**src/fpbc_pkg.sv**
```systemverilog
// package for flash protection and boot configuration block
// assumes a 50 MHz clock and an APB register bus
package fpbc_pkg;
    localparam int          LOCK_BITS      = 32;
    localparam int          PAGES_PER_LOCK = 64;
    localparam int          PAGES_PER_BANK = 1024;
    localparam int          PAGE_BYTES     = 256;
    localparam int          WBUF_WORDS     = 32;
    localparam int          GENERAL_NVM_BITS_BITS     = 3;
    // register byte offsets
    localparam logic [11:0] OFS_CMD        = 12'h000;
    localparam logic [11:0] OFS_STATUS     = 12'h004;
    localparam logic [11:0] OFS_LOCK       = 12'h008;
    localparam logic [11:0] OFS_NVM        = 12'h00C;
    localparam logic [11:0] OFS_CFG        = 12'h010;
    localparam logic [11:0] OFS_RESULT     = 12'h014;
    localparam logic [11:0] OFS_BOOTMAP    = 12'h018;
    localparam logic [11:0] OFS_WBUF       = 12'h100;
    // command codes in cmd[7:0]; argument in cmd[23:8]
    localparam logic [7:0]  CMD_DESCR      = 8'h00;
    localparam logic [7:0]  CMD_PROG       = 8'h01;
    localparam logic [7:0]  CMD_ERASE_PAGE = 8'h02;
    localparam logic [7:0]  CMD_ERASE_ALL  = 8'h05;
    localparam logic [7:0]  CMD_SET_LOCK   = 8'h08;
    localparam logic [7:0]  CMD_CLR_LOCK   = 8'h09;
    localparam logic [7:0]  CMD_SET_NVM    = 8'h0B;
    localparam logic [7:0]  CMD_CLR_NVM    = 8'h0C;
    // status bits
    localparam int          ST_READY       = 0;
    localparam int          ST_LOCKERR     = 1;
    localparam int          ST_CMDERR      = 2;
    localparam int          CFG_WIDE       = 0;
    localparam logic [31:0] CFG_RESET      = 32'h0000_0001;
    // boot map values
    localparam logic [31:0] ROM_BASE       = 32'h0018_0000;
    // identity, value arbitrary
    localparam logic [31:0] DEVICE_ID      = 32'h1234_5678;
    localparam logic [127:0] UNIQUE_ID     = 128'h0123_4567_89AB_CDEF_0011_2233_4455_6677;
    localparam logic [15:0] CALIB_BITS     = 16'hA5A5;
    // erase pin debounce
    localparam int          CLK_HZ         = 50_000_000;
    localparam int          ERASE_IGN_MS   = 100;
    localparam int          ERASE_ACC_MS   = 220;
    localparam int          ERASE_ACC_CYC  = CLK_HZ / 1000 * ERASE_ACC_MS;
    localparam int          ERASE_IGN_CYC  = CLK_HZ / 1000 * ERASE_IGN_MS;
    // programming port modes
    localparam logic [3:0]  PM_CMD         = 4'h0;
    localparam logic [3:0]  PM_ADDR        = 4'h1;
    localparam logic [3:0]  PM_DATA        = 4'h5;
    typedef enum logic [2:0] {FP_IDLE, FP_TAKE, FP_READY} fpbc_port_e;
endpackage : fpbc_pkg

```
**src/fpbc_top.sv**
```systemverilog
// flash protection, security, boot selection and programming port
// assumes APB master, pins synchronous to clk, pin strap pins held at reset release
// How it works
// - 32 lock regions of 64 pages, one lock bit each
// - erase or program on a locked region aborts and flags lock error
// - set-lock and clear-lock commands set or clear addressed region lock bit
// - accepted erase pin clears all lock bits
// - security bit refuses debug and programming port flash access
// - security set only by command; cleared only by erase pin full erase
// - calibration bits and unique id are constants, erase pin ignores them
// - programming mode entered on strap pins at external reset rise
// - programming port carries read, program, erase, lock, unlock, protect
// - port has 16-bit data, 4-bit mode, strobe, ready, oe, valid
// - three nvm bits, each set by a dedicated command; bits 1 and 2 also cleared by one
// - nvm bit 1 maps flash at zero, cleared maps boot rom
// - accepted erase pin clears nvm bit 1
// - nvm bit 2 selects boot bank 1, else bank 0
// - boot rom stays mapped at its fixed address always
// - two banks of 1024 pages of 256 bytes
// - 128-byte write buffer written as 32-bit words
// - software picks 128-bit or 64-bit read access width
// - descriptor command returns flash organisation
// - erase pin ignored under 100 ms, accepted after 220 ms
//
// The APB slave port and the register addresses were left to the implementer.
module fpbc_top
    import fpbc_pkg::*;
#(
    parameter int ERASE_CYC = ERASE_ACC_CYC
) (
    input  wire logic        clk,
    input  wire logic        rst_n,
    input  wire logic        psel,
    input  wire logic        penable,
    input  wire logic        pwrite,
    input  wire logic [11:0] paddr,
    input  wire logic [31:0] pwdata,
    output logic             pready,
    output logic [31:0]      prdata,
    output logic             pslverr,
    input  wire logic        erasePin,
    input  wire logic        debugReq,
    output logic             debugAllowed,
    output logic             flashAtZero,
    output logic             bootBank,
    output logic             wideRead,
    output logic             lockError,
    input  wire logic        testModePin,
    input  wire logic        extResetPin_n,
    input  wire logic [3:0]  strapLines,
    input  wire logic        progCmdStrobe_n,
    input  wire logic [3:0]  progModeSel,
    input  wire logic        progOutputEn_n,
    input  wire logic [15:0] progDataIn,
    output logic [15:0]      progDataOut,
    output logic             progDataOe,
    output logic             progReadyOut,
    output logic             progValid_n,
    output logic             progMode
);
    logic [LOCK_BITS-1:0]  lockBits;
    logic [GENERAL_NVM_BITS_BITS-1:0] nvm;
    logic [31:0]           status;
    logic [31:0]           result;
    logic [31:0]           cfg;
    logic [31:0]           wbuf [WBUF_WORDS];
    logic [31:0]           eraseCnt;
    logic                  eraseDone;
    logic                  bootSampled;
    logic                  extResetPrev;
    fpbc_port_e            portState;
    logic [15:0]           portCmd;

    logic                  lockErrFlag;
    logic                  cmdErrFlag;
    fpbc_port_e            next_portState;

    // apb decode
    wire        setupPh  = psel && !penable;
    wire        wrAcc    = psel && penable && pwrite;
    wire        rdAcc    = psel && penable && !pwrite;
    wire        selCmd   = paddr == OFS_CMD;
    wire        selStat  = paddr == OFS_STATUS;
    wire        selLock  = paddr == OFS_LOCK;
    wire        selNvm   = paddr == OFS_NVM;
    wire        selCfg   = paddr == OFS_CFG;
    wire        selRes   = paddr == OFS_RESULT;
    wire        selBoot  = paddr == OFS_BOOTMAP;
    // write buffer window is 32 words, nothing aliases above it
    wire        isWbuf   = paddr[11:7] == OFS_WBUF[11:7];
    wire        isKnown  = isWbuf || selCmd || selStat || selLock
                        || selNvm || selCfg || selRes || selBoot;
    wire        statRead = rdAcc && selStat;
    wire        cfgWrite = wrAcc && selCfg;
    wire        bufWrite = wrAcc && isWbuf;
    wire [4:0]  bufIdx   = paddr[6:2];
    // software command or port command share one execute path
    wire        swCmd    = wrAcc && selCmd;
    wire        portLive = progMode && !nvm[0];
    wire        pCmd     = portLive && portState == FP_TAKE;
    wire [7:0]  cmdOp    = pCmd ? portCmd[7:0] : pwdata[7:0];
    wire [15:0] cmdArg   = pCmd ? progDataIn : pwdata[23:8];
    wire        doCmd    = swCmd || pCmd;
    wire [4:0]  region   = cmdArg[15:11];
    wire        target   = cmdOp == CMD_PROG || cmdOp == CMD_ERASE_PAGE;
    wire        locked   = lockBits[region];
    wire        abort    = doCmd && target && locked;
    wire        opSetLk  = doCmd && cmdOp == CMD_SET_LOCK;
    wire        opClrLk  = doCmd && cmdOp == CMD_CLR_LOCK;
    wire        nvmInRng = cmdArg < 16'(GENERAL_NVM_BITS_BITS);
    wire        nvmZero  = cmdArg == 16'h0;
    wire [1:0]  nvmIdx   = cmdArg[1:0];
    wire        opSetNvm = doCmd && cmdOp == CMD_SET_NVM && nvmInRng;
    // security bit is never cleared by a command
    wire        opClrNvm = doCmd && cmdOp == CMD_CLR_NVM && nvmInRng && !nvmZero;
    wire        clrNvmBad = doCmd && cmdOp == CMD_CLR_NVM && nvmZero;
    wire        opDescr  = doCmd && cmdOp == CMD_DESCR;
    wire        opNvmAny = doCmd && cmdOp == CMD_SET_NVM;
    // erase pin debounce: counts while high, restarts when low
    wire        eraseAcc = eraseCnt == ERASE_CYC - 1 && erasePin;
    wire        eraseHit = eraseAcc && !eraseDone;
    wire [31:0] next_eraseCnt = !erasePin ? 32'h0
                              : (eraseAcc ? eraseCnt : eraseCnt + 32'h1);
    // register read data
    wire [31:0] descr    = {8'(PAGES_PER_LOCK), 8'(LOCK_BITS), 16'(PAGES_PER_BANK)};
    wire [31:0] bootWord = flashAtZero ? 32'h0 : ROM_BASE;
    wire [31:0] rdMux    = isWbuf  ? wbuf[bufIdx] :
                           selStat ? status :
                           selLock ? lockBits :
                           selNvm  ? {29'h0, nvm} :
                           selCfg  ? cfg :
                           selRes  ? result :
                           selBoot ? bootWord :
                           32'h0;

    always_ff @(posedge clk or negedge rst_n) begin
        if (!rst_n) begin
            eraseCnt  <= 32'h0;
            eraseDone <= 1'b0;
        end else begin
            eraseCnt  <= next_eraseCnt;
            eraseDone <= eraseAcc;
        end
    end

    // one lock bit per region; erase pin wins over commands
    generate
        for (genvar g = 0; g < LOCK_BITS; g++) begin : g_lock
            logic lockQ;
            wire  hitRegion = region == 5'(g);
            always_ff @(posedge clk or negedge rst_n) begin
                if (!rst_n) begin
                    lockQ <= 1'b0;
                end else if (eraseHit) begin
                    lockQ <= 1'b0;
                end else if (opSetLk && hitRegion) begin
                    lockQ <= 1'b1;
                end else if (opClrLk && hitRegion) begin
                    lockQ <= 1'b0;
                end
            end
            assign lockBits[g] = lockQ;
        end
        // nvm bits; erase pin clears only bits 0 and 1
        for (genvar g = 0; g < GENERAL_NVM_BITS_BITS; g++) begin : g_nvm
            logic nvmQ;
            wire  hitBit   = nvmIdx == 2'(g);
            wire  eraseClr = eraseHit && g < 2;
            always_ff @(posedge clk or negedge rst_n) begin
                if (!rst_n) begin
                    nvmQ <= 1'b0;
                end else if (eraseClr) begin
                    nvmQ <= 1'b0;
                end else if (opSetNvm && hitBit) begin
                    nvmQ <= 1'b1;
                end else if (opClrNvm && hitBit) begin
                    nvmQ <= 1'b0;
                end
            end
            assign nvm[g] = nvmQ;
        end
    endgenerate

    // sticky error flags: read clears, a new event in the same cycle wins
    always_ff @(posedge clk or negedge rst_n) begin
        if (!rst_n) begin
            lockErrFlag <= 1'b0;
        end else begin
            lockErrFlag <= abort || (lockErrFlag && !statRead);
        end
    end
    always_ff @(posedge clk or negedge rst_n) begin
        if (!rst_n) begin
            cmdErrFlag <= 1'b0;
        end else begin
            cmdErrFlag <= clrNvmBad || (cmdErrFlag && !statRead);
        end
    end
    assign status = {29'h0, cmdErrFlag, lockErrFlag, 1'b1};

    // descriptor and set-nvm commands update the result word
    always_ff @(posedge clk or negedge rst_n) begin
        if (!rst_n) begin
            result <= 32'h0;
        end else if (opDescr) begin
            result <= descr;
        end else if (opNvmAny) begin
            result <= 32'h0;
        end
    end
    always_ff @(posedge clk or negedge rst_n) begin
        if (!rst_n) begin
            cfg <= CFG_RESET;
        end else if (cfgWrite) begin
            cfg <= {31'h0, pwdata[CFG_WIDE]};
        end
    end

    generate
        for (genvar i = 0; i < WBUF_WORDS; i++) begin : g_wbuf
            always_ff @(posedge clk) begin
                if (bufWrite && bufIdx == 5'(i)) begin
                    wbuf[i] <= pwdata;
                end
            end
        end
    endgenerate

    // apb answer: pready in the access phase, no wait states
    always_ff @(posedge clk or negedge rst_n) begin
        if (!rst_n) begin
            pready <= 1'b0;
        end else begin
            pready <= setupPh;
        end
    end
    always_ff @(posedge clk or negedge rst_n) begin
        if (!rst_n) begin
            prdata <= 32'h0;
        end else begin
            prdata <= (setupPh && !pwrite) ? rdMux : 32'h0;
        end
    end
    always_ff @(posedge clk or negedge rst_n) begin
        if (!rst_n) begin
            pslverr <= 1'b0;
        end else begin
            pslverr <= setupPh && !isKnown;
        end
    end

    // boot mapping and programming mode entry
    wire extResetRise = !extResetPrev && extResetPin_n;
    wire strapOk      = testModePin && strapLines == 4'b0011;
    always_ff @(posedge clk or negedge rst_n) begin
        if (!rst_n) begin
            extResetPrev <= 1'b0;
        end else begin
            extResetPrev <= extResetPin_n;
        end
    end
    always_ff @(posedge clk or negedge rst_n) begin
        if (!rst_n) begin
            bootSampled <= 1'b0;
        end else begin
            bootSampled <= 1'b1;
        end
    end
    always_ff @(posedge clk or negedge rst_n) begin
        if (!rst_n) begin
            flashAtZero <= 1'b0;
            bootBank    <= 1'b0;
        end else if (!bootSampled) begin
            flashAtZero <= nvm[1];
            bootBank    <= nvm[2];
        end
    end
    always_ff @(posedge clk or negedge rst_n) begin
        if (!rst_n) begin
            progMode <= 1'b0;
        end else if (extResetRise) begin
            progMode <= strapOk;
        end
    end

    // programming port handshake
    wire portTake = portState == FP_IDLE && progMode && !progCmdStrobe_n;
    wire portEnd  = portState == FP_READY && progCmdStrobe_n;
    wire inTake   = portState == FP_TAKE;
    always_comb begin
        next_portState = portState;
        case (portState)
            FP_IDLE: begin
                if (portTake) begin
                    next_portState = (progModeSel == PM_DATA) ? FP_TAKE : FP_READY;
                end
            end
            FP_TAKE: begin
                next_portState = FP_READY;
            end
            FP_READY: begin
                if (progCmdStrobe_n) begin
                    next_portState = FP_IDLE;
                end
            end
            default: begin
                next_portState = FP_IDLE;
            end
        endcase
    end
    always_ff @(posedge clk or negedge rst_n) begin
        if (!rst_n) begin
            portState <= FP_IDLE;
        end else begin
            portState <= next_portState;
        end
    end
    always_ff @(posedge clk or negedge rst_n) begin
        if (!rst_n) begin
            portCmd <= 16'h0;
        end else if (portTake && progModeSel == PM_CMD) begin
            portCmd <= progDataIn;
        end
    end
    always_ff @(posedge clk or negedge rst_n) begin
        if (!rst_n) begin
            progReadyOut <= 1'b1;
        end else if (portTake) begin
            progReadyOut <= 1'b0;
        end else if (portEnd) begin
            progReadyOut <= 1'b1;
        end
    end
    always_ff @(posedge clk or negedge rst_n) begin
        if (!rst_n) begin
            progValid_n <= 1'b1;
        end else if (inTake) begin
            progValid_n <= nvm[0];
        end else if (portEnd) begin
            progValid_n <= 1'b1;
        end
    end
    always_ff @(posedge clk or negedge rst_n) begin
        if (!rst_n) begin
            progDataOut <= 16'h0;
        end else if (inTake) begin
            progDataOut <= nvm[0] ? 16'h0 : result[15:0];
        end
    end
    always_ff @(posedge clk or negedge rst_n) begin
        if (!rst_n) begin
            progDataOe <= 1'b0;
        end else begin
            progDataOe <= portLive && !progOutputEn_n;
        end
    end

    // outputs taken from internal state
    always_ff @(posedge clk or negedge rst_n) begin
        if (!rst_n) begin
            debugAllowed <= 1'b0;
        end else begin
            debugAllowed <= debugReq && !nvm[0];
        end
    end
    always_ff @(posedge clk or negedge rst_n) begin
        if (!rst_n) begin
            wideRead <= 1'b1;
        end else begin
            wideRead <= cfg[CFG_WIDE];
        end
    end
    always_ff @(posedge clk or negedge rst_n) begin
        if (!rst_n) begin
            lockError <= 1'b0;
        end else begin
            lockError <= lockErrFlag;
        end
    end

    // fixed factory values, read-only
    wire unusedConst = ^{UNIQUE_ID, CALIB_BITS, DEVICE_ID};
endmodule : fpbc_top

```
**config.mk**
```make
export PLATFORM = sky130hd
export DESIGN_NAME = fpbc_top
export DESIGN_NICKNAME = d
export VERILOG_FILES = /design/src/fpbc_pkg.sv /design/src/fpbc_top.sv
export SDC_FILE = /design/constraint.sdc
export NUM_CORES = 1
export LEC_CHECK = 0
export BUFFER_PORTS_ARGS = -buffer_cell sky130_fd_sc_hd__buf_2
export CAP_MARGIN = 40
export CORE_MARGIN = 8
export CORE_UTILIZATION = 30
export DETAILED_ROUTE_END_ITERATION = 10
export SLEW_MARGIN = 20
export SYNTH_ARGS = -nofsm -noshare
export SYNTH_HDL_FRONTEND = slang
export SYNTH_SLANG_ARGS = --single-unit
```
**constraint.sdc**
```tcl
create_clock -name clk -period 2 [get_ports clk]
set_input_delay 0.4 -clock clk [delete_from_list [all_inputs] [get_ports clk]]
set_output_delay 0.4 -clock clk [all_outputs]
set_load 0.01 [all_outputs]
```
==> Word-level counts from Yosys, hierarchy flattened <==
Memory sizes are Yosys's and may differ from the RTL's.
Cells that the tools add are included.
{ "word_totals": {"ramBits": 1024, "word_cells": 669, "n_memories": 1, "in_bits": 79, "register_bits": 175} }
{ "mem_list": {"columns": ["memory", "depth", "width", "rd", "rd_clocked_by_memory_dff", "write_ports", "line_no", "text"], "rows": [
  ["wbuf", 32, 32, 1, 0, 1, "fpbc_top.sv:66", "logic [31:0] wbuf [WBUF_WORDS];"]
]} }
{ "op_classes": {"eq_ne": 85, "order_cmp": 2, "n_reduce_logical": 236, "mux": 286, "n_addsub": 1} }
{ "ops": {"columns": ["operator", "count"], "rows": [
  ["$mux W32", 42],
  ["$reduce_or A32 Y1", 31],
  ["$mux W1", 203],
  ["$eq A5 B5 Y1 const B", 32],
  ["$mux W5", 31],
  ["$logic_and A1 B1 Y1", 137],
  ["$reduce_bool A3 Y1", 34],
  ["$eq A5 B4 Y1 const B", 16],
  ["$mux W21", 2],
  ["$eq A5 B3 Y1 const B", 8],
  ["$eq A12 B5 Y1 const B", 3],
  ["$add A32 B1 Y32 const B", 1],
  ["$eq A32 B24 Y1 const B", 1],
  ["$eq A8 B4 Y1 const B", 4],
  ["$mux W16", 2],
  ["$eq A5 B2 Y1 const B", 5],
  ["$eq A12 B4 Y1 const B", 2],
  ["$logic_not A16 Y1", 1],
  ["$lt A16 B2 Y1 const B", 1],
  ["$eq A12 B3 Y1 const B", 1],
  ["$logic_not A12 Y1", 1],
  ["$logic_or A1 B1 Y1", 11],
  ["$eq A5 B1 Y1 const B", 2],
  ["$logic_not A1 Y1", 10],
  ["22 further kinds", 29]
]} }

==> Longest topological paths before layout <==
Gate-level depths: netlist of run 1.
{ "depth": {"ltp_word": 38, "depth_mapped": 10} }

==> Least setup slack after synthesis of run 1 <==
No wires, ideal clock.
{ "synth_timing": {"path_kind": "input to register", "start": "input port paddr[4]", "end": "memory wbuf[31][0] (enable)", "required_time_ns": 1.579, "setup_time_ns": 0.421, "slack_ns": -1.347, "cell_stages": 5, "t_arrival_ns": 2.926, "path_buffers": 3, "path_cell_list": "buf_2 -> buf_2 -> buf_1 -> nand2_1 -> nor2_1"} }
{ "synth_between": {"elab_chain_len": 36, "word_cells_on_any_way": 221} }
{ "synth_lines": {"columns": ["item", "line_no", "text"], "rows": [
  ["from (decl)", "fpbc_top.sv:36", "input wire logic [11:0] paddr,"],
  ["$eq A5 B1 Y1", "fpbc_top.sv:222", "if (bufWrite && bufIdx == 5'(i)) begin"],
  ["$logic_and A1 B1 Y1", "fpbc_top.sv:222", null],
  ["$mux W1", "fpbc_top.sv:222", null],
  ["$mux W1 (implied by the code)", "fpbc_top.sv:223", "wbuf[i] <= pwdata;"],
  ["$reduce_or A32 Y1 (no line)", null, null],
  ["$mux W5 (no line) / $mux W1 (equally long branches) (31 in a row)", null, null],
  ["to (decl)", "fpbc_top.sv:66", null]
]} }
Several ways; a longest one is shown, not always the timed one.

==> Worst setup path in the final report of run 1 <==
{ "layout_timing": {"start": "register g_nvm[0].nvmQ", "end": "register lockErrFlag"} }
{ "layout_between": {"elab_chain_len": 9, "word_cells_on_any_way": 14} }
{ "layout_lines": {"columns": ["item", "line_no", "text"], "rows": [
  ["from (decl)", "fpbc_top.sv:166", "logic nvmQ;"],
  ["from (signal assigned)", "fpbc_top.sv:171", "nvmQ <= 1'b0;"],
  ["from (signal assigned)", "fpbc_top.sv:173", "nvmQ <= 1'b0;"],
  ["from (signal assigned)", "fpbc_top.sv:175", "nvmQ <= 1'b1;"],
  ["$logic_not A1 Y1 (*)", "fpbc_top.sv:99", "wire portLive = progMode && !nvm[0];"],
  ["$logic_and A1 B1 Y1 (*)", "fpbc_top.sv:99", null],
  ["$logic_and A1 B1 Y1 (*)", "fpbc_top.sv:100", "wire pCmd = portLive && portState == FP_TAKE;"],
  ["branches (longest 4 deep; another with $mux W16)", null, null],
  ["$logic_and A1 B1 Y1 (*)", "fpbc_top.sv:107", "wire abort = doCmd && target && locked;"],
  ["$logic_or A1 B1 Y1 (*)", "fpbc_top.sv:189", "lockErrFlag <= abort || (lockErrFlag && !statRead);"],
  ["to (signal assigned)", "fpbc_top.sv:189", null],
  ["to (decl)", "fpbc_top.sv:74", "logic lockErrFlag;"]
]} }
Every way passes the cells marked *. The select of a mux whose other input is x is not followed.
A chain may end at the register's enable or synchronous reset.

==> flow_summary.json, run 1 <==
{
  "nNetsFinal": 2771,
  "tritoncts": "built",
  "seq_area_sq_mm": 0.0340,
  "fp.dieArea_sq_mm": 0.164,
  "max_clock_freq_mhz": 447,
  "power.density_mw_per_mm2": 889,
  "h-tree-depth": 3,
  "relSlewSlack": 0.610,
  "antenna_left": 0,
  "placed_cell_area_sq_mm": 0.0522,
  "antenna_found_initial": 19,
  "syn-cell-area_sq_mm": 0.0454,
  "gr-total-overflow": 0,
  "synth_flop_cell": "edfxtp_1",
  "crit_required_ns": 2.62,
  "place.gp.congestion": 0.843,
  "skew_ns": 0.0266,
  "multi_input_area_sq_mm": 0.0117,
  "rr_startpoint": "g_nvm[0].nvmQ",
  "rsz0062_at_grt": "yes",
  "rrSetupSlack_ns": -0.23,
  "tightest_slew_ns": 0.585,
  "ys_types": 74,
  "start_util": 0.302,
  "post-route-period-util": 1.12,
  "grt_max_degree": 41,
  "p_leak_uw": 0.0193,
  "place_inst": 4553,
  "drc": 0,
  "clock_path_buffers": 3,
  "cap_violations": 0,
  "mostFrequentLayoutCell": "edfxtp_1",
  "r2r_end": "lockErrFlag",
  "cp_num_buf_inv": 1,
  "grt_usage": 0.153,
  "grt_pass1_vias": 24600,
  "peakVddDrop_mv": 0.714,
  "whs_ns": 0.0600,
  "synth_area_per_cell_sq_um": 21.0,
  "whs_path_depth": 3,
  "ys_seq_area_frac": 0.749,
  "die_h_microns": 405,
  "final_cell_mix": "edfxtp_1 (1024), mux4_2 (320), buf_4 (268)",
  "drt_first_pass_iters": 5,
  "numCtsBuffers": 115,
  "clock_latency_ns": 0.70,
  "synth-warning-count": 0,
  "finalPower_uw": 50700,
  "crit_fanout": 4,
  "numPortBuffers": 122,
  "hold_viol_final": 0,
  "worst_slack_ns": -0.235,
  "cpLargestDelayFamily": "simple AND/OR/NAND/NOR gates",
  "drv_slew": 0,
  "ioPinCount": 138,
  "status": "finished, violations left",
  "path_cells": "buf_4 > and4bb_4 > mux2_4 > and2_0 > a211oi_2 > nand4_1 > o21a_1 > o21ai_2",
  "crit_path_end_kind": "flip-flop",
  "wire_per_inst_microns": 26.6,
  "critPathKind": "reg -> reg",
  "max_stage_delay_ns": 0.42,
  "min_path_type": "in -> reg",
  "design_area_sq_mm": 0.0570,
  "root_buffer": "clkbuf_16",
  "crit_arrival_ns": 2.85,
  "synth_edf_count": 1024,
  "row_count": 142,
  "r2r_cells": 8,
  "drive_gt1_frac": 0.412,
  "fillers": 13600,
  "area_growth_pct": 25.7,
  "drt_first_iter_violations": 2680,
  "crit_path_start_kind": "flip-flop",
  "viasPerCell": 4.99,
  "coreArea_sq_mm": 0.150,
  "grt_pass1_wl_microns": 182000,
  "routed_wl_microns": 128000,
  "cp_slowest_cell": "dfrtp_1",
  "dp_slack_ns": -0.837,
  "final_cells": 4810,
  "ys_ff_latch": 1152,
  "hpwl_microns": 80500,
  "netlist_instances": 2158,
  "finalCriticalPeriod_ns": 2.23,
  "setup_violations": 38,
  "hold_end": "portCmd[7]",
  "path_clk_slew_ns": 0.06,
  "die_x_microns": 405,
  "vias": 24000,
  "async_flop_share": 0.111,
  "cts.sinks": 1152,
  "holdCritStartpoint": "progDataIn[7]",
  "violations": "setup timing"
}
## cell usage after synthesis, types with 5 or more instances
cell type,instances,area share
buf_6,5,0.0012
o21ai_0,34,0.0038
xor2_1,12,0.0023
o211ai_1,31,0.0051
o22ai_1,7,0.00097
a21oi_1,9,0.00099
inv_1,6,0.00050
buf_4,18,0.0030
buf_1,7,0.00058
mux2i_1,49,0.011
clkbuf_1,50,0.0041
a22oi_1,6,0.00099
xnor2_1,19,0.0037
edfxtp_1,1024,0.68
nor3b_1,5,0.00083
o21ai_1,33,0.0036
nand3_1,27,0.0030
nor4_1,11,0.0015
nand2_1,83,0.0069
nand4_1,11,0.0015
nor2_1,76,0.0063
nor2b_1,11,0.0015
mux2_2,15,0.0037
dfrtp_1,124,0.068
nand2b_1,11,0.0015
mux4_2,320,0.16
and2_1,32,0.0044
nor3_1,12,0.0013
buf_2,36,0.0040
## worst register-to-register path: stages (launching register included)
cell and delay [ns]:
dfrtp_1 0.42, buf_4 0.15, and4bb_4 0.40, mux2_4 0.35, and2_0 0.16, a211oi_2 0.32, nand4_1 0.13, o21a_1 0.13
o21ai_2 0.11
## kinds of logic after synthesis
group | count (synthesis) | share of synthesized area
compound gates | 148 | 0.0209
xor+xnor | 31 | 0.00599
fa+ha+maj | 1 | 0.000276
buf+inv | 125 | 0.0140
flops | 1152 | 0.749
mux | 389 | 0.175
other cells | 2 | 0.000166
simple gates | 310 | 0.0345
## stage by stage
step	utilization	TNS [ns]
after floorplan	-	-236.00
after detailed placement	0.348	-422.82
after global routing	0.380	-7.74
after CTS	0.377	-3.31
after global placement	0.348	-426.99
final	0.380	-4.03
## report_power, final
| part | switching [uW] | leakage, uW | internal, uW |
|---|---|---|---|
| combinational | 1430 | 0.00652 | 1250 |
| sequential | 18.6 | 0.0110 | 26200 |
| clock | 9170 | 0.00186 | 12600 |
## state kept, by name, indices dropped and copies added (netlist names), 2 cells and up
name	count
prdata	32
eraseCnt	32
g_nvm.nvmQ	3
portState	2
wbuf	1024
portCmd	8
g_lock.lockQ	32
## how the worst max path moves through the flow
| stage | start | endpoint | slack [ns] | depth (start not counted) |
|---|---|---|---|---|
| after floorplan | paddr[7] | wbuf[7][0] | -0.27 | 6 |
| after CTS | portCmd[7] | lockErrFlag | -0.14 | 7 |
| final | g_nvm[0].nvmQ | lockErrFlag | -0.23 | 8 |
| after global placement | pwdata[4] | lockErrFlag | -0.91 | 9 |
| after global routing | g_nvm[0].nvmQ | lockErrFlag | -0.30 | 8 |
| after detailed placement | pwdata[4] | g_nvm[1].nvmQ | -0.84 | 10 |
## final cells by class
type                       instances  share of cell area
antenna                            4            0.000176
clock buffer                     161              0.0560
clock inverter                    55              0.0111
inverter                           7            0.000461
multi-input combinational        895               0.205
sequential                      1152               0.596
tap                             2016              0.0442
timing repair buffer             520              0.0871
## metal layers
metal  global-route usage  routed length, microns
met5                    0                      47
met4               0.0321                    2420
met3               0.0506                   13100
met2                0.232                   57600
met1                0.215                   54700
## timing repair
item	4_1_cts	5_1_grt
pin swaps	23	44
hold buffers	16	0
gates cloned	2	0
endpoints found under the hold margin	120	0
resized for setup	64	106
endpoints found under the setup margin	50	54
setup buffers	11	13
(Power assumes the default switching activity.)
==> run 2, diff against run 1 <==
- CORE_MARGIN: 8 -> 2
==> flow_summary.json, run 2 (synthesis gave the netlist of run 1 again) <==
{
  "grt_pass1_vias": 24300,
  "peakVddDrop_mv": 0.621,
  "final_cell_mix": "edfxtp_1 (1024), mux4_2 (320), buf_4 (267)",
  "path_clk_slew_ns": 0.06,
  "nNetsFinal": 2772,
  "area_growth_pct": 25.3,
  "start_util": 0.302,
  "clock_latency_ns": 0.73,
  "p_int_uw": 39500,
  "cp_slowest_cell": "dfrtp_1",
  "root_buffer": "clkbuf_16",
  "die_h_microns": 393,
  "placed_cell_area_sq_mm": 0.0523,
  "h-tree-depth": 3,
  "p_sw_uw": 10600,
  "rsz0062_at_grt": "yes",
  "cap_violations": 0,
  "crit_path_end_kind": "flip-flop",
  "drc": 0,
  "path_cells": "nand4bb_4 > buf_12 > mux2i_4 > clkbuf_16 > buf_4 > mux2i_1 > a32oi_1 > nand2_1 > o31a_1 > o21ai_2",
  "worst_slack_ns": -0.226,
  "max_stage_delay_ns": 0.41,
  "post-route-period-util": 1.11,
  "drt_first_iter_violations": 2643,
  "grt_usage": 0.160,
  "largest_reg_flops": 1024,
  "drv_slew": 0,
  "drt_first_pass_iters": 5,
  "wire_per_inst_microns": 25.7,
  "fp.dieArea_sq_mm": 0.154,
  "mostFrequentLayoutCell": "edfxtp_1",
  "grt_pass1_wl_microns": 177000,
  "power_frac_seq": 0.523,
  "largest_register": "wbuf",
  "skew_ns": 0.0186,
  "grt_max_degree": 47,
  "die_x_microns": 393,
  "hold_viol_final": 0,
  "viasPerCell": 4.99,
  "vias": 24000,
  "min_path_type": "in -> reg",
  "numCtsBuffers": 114,
  "combPwrFrac": 0.054,
  "cts.sinks": 1152,
  "numPortBuffers": 122,
  "gr-total-overflow": 0,
  "coreArea_sq_mm": 0.150,
  "critPathKind": "reg -> reg",
  "row_count": 142,
  "status": "finished, violations left",
  "antenna_cells": 0,
  "clock_path_buffers": 3,
  "crit_fanout": 11,
  "p_leak_uw": 0.0193,
  "finalCriticalPeriod_ns": 2.23,
  "hpwl_microns": 79800,
  "relSlewSlack": 0.579,
  "p_clk_frac": 0.423,
  "setup_violations": 34,
  "design_area_sq_mm": 0.0568,
  "tritoncts": "built",
  "crit_arrival_ns": 2.87,
  "crit_path_start_kind": "flip-flop",
  "violations": "setup timing",
  "ioPinCount": 138,
  "drive_gt1_frac": 0.413,
  "routed_wl_microns": 124000,
  "swShare": 0.212,
  "dp_slack_ns": -0.761,
  "whs_ns": 0.124,
  "fin_util": 0.379,
  "antenna_found_initial": 8,
  "tightest_slew_ns": 0.632,
  "antenna_left": 0,
  "max_clock_freq_mhz": 449,
  "place.gp.congestion": 0.846,
  "crit_required_ns": 2.65,
  "power.density_mw_per_mm2": 883
}
run 2: changes by cell type in the layout (fill, tap and decap cells not counted), moves of 4 or more:
cell | previous run | this run
clkbuf_1 | 35 | 21
nand2_4 | 18 | 12
clkinv_1 | 16 | 26
diode_2 | 4 | 0
clkinv_2 | 13 | 25
mux2i_2 | 3 | 7
o21ai_1 | 52 | 47
o21ai_0 | 7 | 11
nand2_2 | 7 | 13
run 2: what timing repair did:
action,in CTS,in global routing
endpoints found under the hold margin,72,0
hold buffers,19,0
setup buffers,2,11
cloned,0,2
setup endpoints to repair,52,58
gates resized for setup,39,109
pin swaps,7,15
run 2: final cells by class:
cell class / instances / area [sq um]
clock buffer: 144 / 3090
clock inverter: 71 / 626
fill: 13500 / 93100
inverter: 7 / 26.3
multi-input combinational: 895 / 11600
sequential: 1152 / 34000
tap: 2016 / 2520
timing repair buffer: 522 / 4980
run 2: worst paths after layout:
| path | startpoint | endpoint | slack, ns | cells past startpoint |
|---|---|---|---|---|
| max | g_nvm[0].nvmQ | lockErrFlag | -0.23 | 10 |
| min | pwdata[21] | wbuf[16][21] | 0.12 | 1 |
| max reg2reg | g_nvm[0].nvmQ | lockErrFlag | -0.23 | 10 |
| min reg2reg | cfg[0] | wideRead | 0.40 | 0 |
| max in group asynchronous | rst_n | cfg[0] | 1.06 | 3 |
| min in group asynchronous | rst_n | g_lock[18].lockQ | 0.20 | 2 |
run 2: power by group through the flow:
stage,clock [uW],combinational (uW),sequential (uW)
3_3_place_gp,0,2610,26700
2_1_floorplan,0,1280,26700
3_5_place_dp,0,2640,26700
6_report,21200,2700,26200
4_1_cts,21700,2680,26200
5_1_grt,22600,2890,26200
run 2: per-layer routing:
metal	vias to the layer above	share of wire	GRT usage
met4	6	0.016	0.0311
met5	-	0.00032	0
met3	150	0.079	0.0319
li1	10000	-	-
met1	12800	0.45	0.236
met2	983	0.46	0.245
run 2: worst max-delay path: cells and delay by family (launching register included):
| family | cells | cell delay, ns |
|---|---|---|
| mux | 2 | 0.36 |
| flops | 1 | 0.41 |
| compound gates | 3 | 0.52 |
| buf+inv | 3 | 0.51 |
| simple gates | 2 | 0.35 |
run 2: through the flow:
step	cells	setup TNS, ns	power, uW
after detailed placement	4558	-378.37	29400
final	4807	-1.41	50200
after floorplan	2172	-236.00	28000
after global placement	4558	-384.33	29300
after CTS	4794	-3.90	50600
after global routing	4807	-6.18	51700
==> run 3, diff against run 2 <==
- CTS_BUF_LIST: unset -> sky130_fd_sc_hd__clkbuf_2 sky130_fd_sc_hd__clkbuf_4 sky130_fd_sc_hd__clkbuf_8
==> flow_summary.json, run 3 (synthesis gave the netlist of run 1 again) <==
{
  "whs_path_depth": 2,
  "rrSetupSlack_ns": -0.27,
  "path_clk_slew_ns": 0.06,
  "setup_violations": 34,
  "violations": "setup timing",
  "grt_usage": 0.163,
  "clock_latency_ns": 0.89,
  "numPortBuffers": 122,
  "clock_path_buffers": 3,
  "gr-total-overflow": 0,
  "grt_use_met3": 0.0326,
  "fp.dieArea_sq_mm": 0.154,
  "coreArea_sq_mm": 0.150,
  "largest_reg_flops": 1024,
  "use_met1": 0.235,
  "grt_max_degree": 46,
  "power.density_mw_per_mm2": 853,
  "drt_first_iter_violations": 2537,
  "h-tree-depth": 4,
  "start_util": 0.302,
  "crit_path_start_kind": "flip-flop",
  "die_h_microns": 393,
  "place.gp.congestion": 0.846,
  "numCtsBuffers": 184,
  "die_x_microns": 393,
  "whs_ns": 0.0835,
  "min_path_type": "in -> reg",
  "grt_pass1_vias": 25300,
  "post-route-period-util": 1.13,
  "final_cells": 4979,
  "skew_ns": 0.0342,
  "cap_violations": 0,
  "ioPinCount": 138,
  "wire_per_inst_microns": 25.2,
  "hpwl_microns": 79800,
  "holdCritStartpoint": "pwdata[16]",
  "r2r_end": "g_lock[14].lockQ",
  "dp_slack_ns": -0.761,
  "crit_arrival_ns": 3.01,
  "crit_required_ns": 2.75,
  "largest_register": "wbuf",
  "cts.sinks": 1152,
  "root_buffer": "clkbuf_8",
  "drive_gt1_frac": 0.443,
  "place_inst": 4558,
  "hold_end": "wbuf[11][16]",
  "status": "finished, violations left",
  "r2r_cells": 11,
  "grt_pass1_wl_microns": 180000,
  "drv_slew": 0,
  "drt_first_pass_iters": 5,
  "vias": 24600,
  "max_clock_freq_mhz": 441,
  "rsz0062_at_grt": "yes",
  "routed_wl_microns": 126000,
  "finalCriticalPeriod_ns": 2.27,
  "crit_fanout": 6,
  "hold_viol_final": 0,
  "row_count": 142,
  "tightest_slew_ns": 0.613,
  "top_usage_layer": "met2",
  "area_growth_pct": 26.7,
  "worst_slack_ns": -0.267,
  "viasPerCell": 4.95,
  "tritoncts": "built",
  "critPathKind": "reg -> reg",
  "nNetsFinal": 2890,
  "relSlewSlack": 0.591,
  "antenna_left": 0,
  "crit_path_end_kind": "flip-flop",
  "p_leak_uw": 0.0197,
  "met2_usage": 0.248,
  "final_cell_mix": "edfxtp_1 (1024), mux4_2 (320), buf_4 (270)",
  "rr_startpoint": "portState[1]",
  "mostFrequentLayoutCell": "edfxtp_1",
  "drc": 0,
  "peakVddDrop_mv": 0.638,
  "antenna_found_initial": 8
}
-- run 3: cell count changes in the layout (fill, tap and decap cells not counted), sizes merged --
cell | previous run | this run
clkinv | 55 | 62
buf | 502 | 518
inv | 11 | 14
dlygate4sd3 | 19 | 52
clkbuf | 145 | 258
clkinvlp | 3 | 6
bufinv | 9 | 4
diode | 0 | 2
-- run 3: what timing repair did --
action                                 4_1_cts  5_1_grt
endpoints found under the hold margin      549        0
gates resized for setup                    111       97
cloned                                       6        0
pin swaps                                   27       59
buffers inserted                            15       13
hold buffers                                53        0
setup endpoints to repair                   62       59
-- run 3: cell type report --
| class | count | area, sq um |
|---|---|---|
| fill | 13500 | 92500 |
| multi-input combinational | 895 | 11800 |
| inverter | 7 | 26.3 |
| sequential | 1152 | 34000 |
| clock inverter | 79 | 556 |
| antenna | 2 | 5.00 |
| tap | 2016 | 2520 |
| timing repair buffer | 570 | 5520 |
| clock buffer | 258 | 3110 |
-- run 3: how the worst max path moves through the flow --
| stage | start | endpoint | cells after the start |
|---|---|---|---|
| CTS | portState[1] | lockErrFlag | 9 |
| global route | g_nvm[0].nvmQ | g_lock[14].lockQ | 11 |
| finish | portState[1] | g_lock[14].lockQ | 11 |
| floorplan | paddr[7] | wbuf[7][0] | 6 |
| global placement | pwdata[4] | lockErrFlag | 9 |
| detailed placement | pwdata[4] | lockErrFlag | 9 |
-- run 3: layer usage --
layer  share of wire  wire length (microns)
met1            0.45                  56100
met2            0.46                  57400
met3           0.076                   9550
met4           0.020                   2500
met5         0.00014                     18
-- run 3: report_power, final --
| part | total [uW] | internal (uW) | switching, uW |
|---|---|---|---|
| registers | 26200 | 26200 | 16.7 |
| clock network | 20000 | 10600 | 9360 |
| logic | 2800 | 1290 | 1510 |
| total | 49100 | 38200 | 10900 |
-- run 3: critical path: stages (launching register included) --
cell and delay, ns:
dfrtp_1 0.41, nand4bb_4 0.29, buf_12 0.18, buf_4 0.13, buf_6 0.11, mux2i_4 0.20, buf_6 0.16, nor2_4 0.18
buf_4 0.15, nand2_4 0.06, o211ai_1 0.17, o21ai_1 0.09
-- run 3: per-stage QoR --
stage	TNS, ns	total power, uW	util	cell area [sq um]
5_1_grt	-6.77	50700	0.383	57500
2_1_floorplan	-236.00	28000	-	45800
3_3_place_gp	-384.33	29300	0.349	52300
4_1_cts	-2.23	49500	0.381	57100
3_5_place_dp	-378.37	29400	0.349	52300
6_report	-4.08	49100	0.383	57500
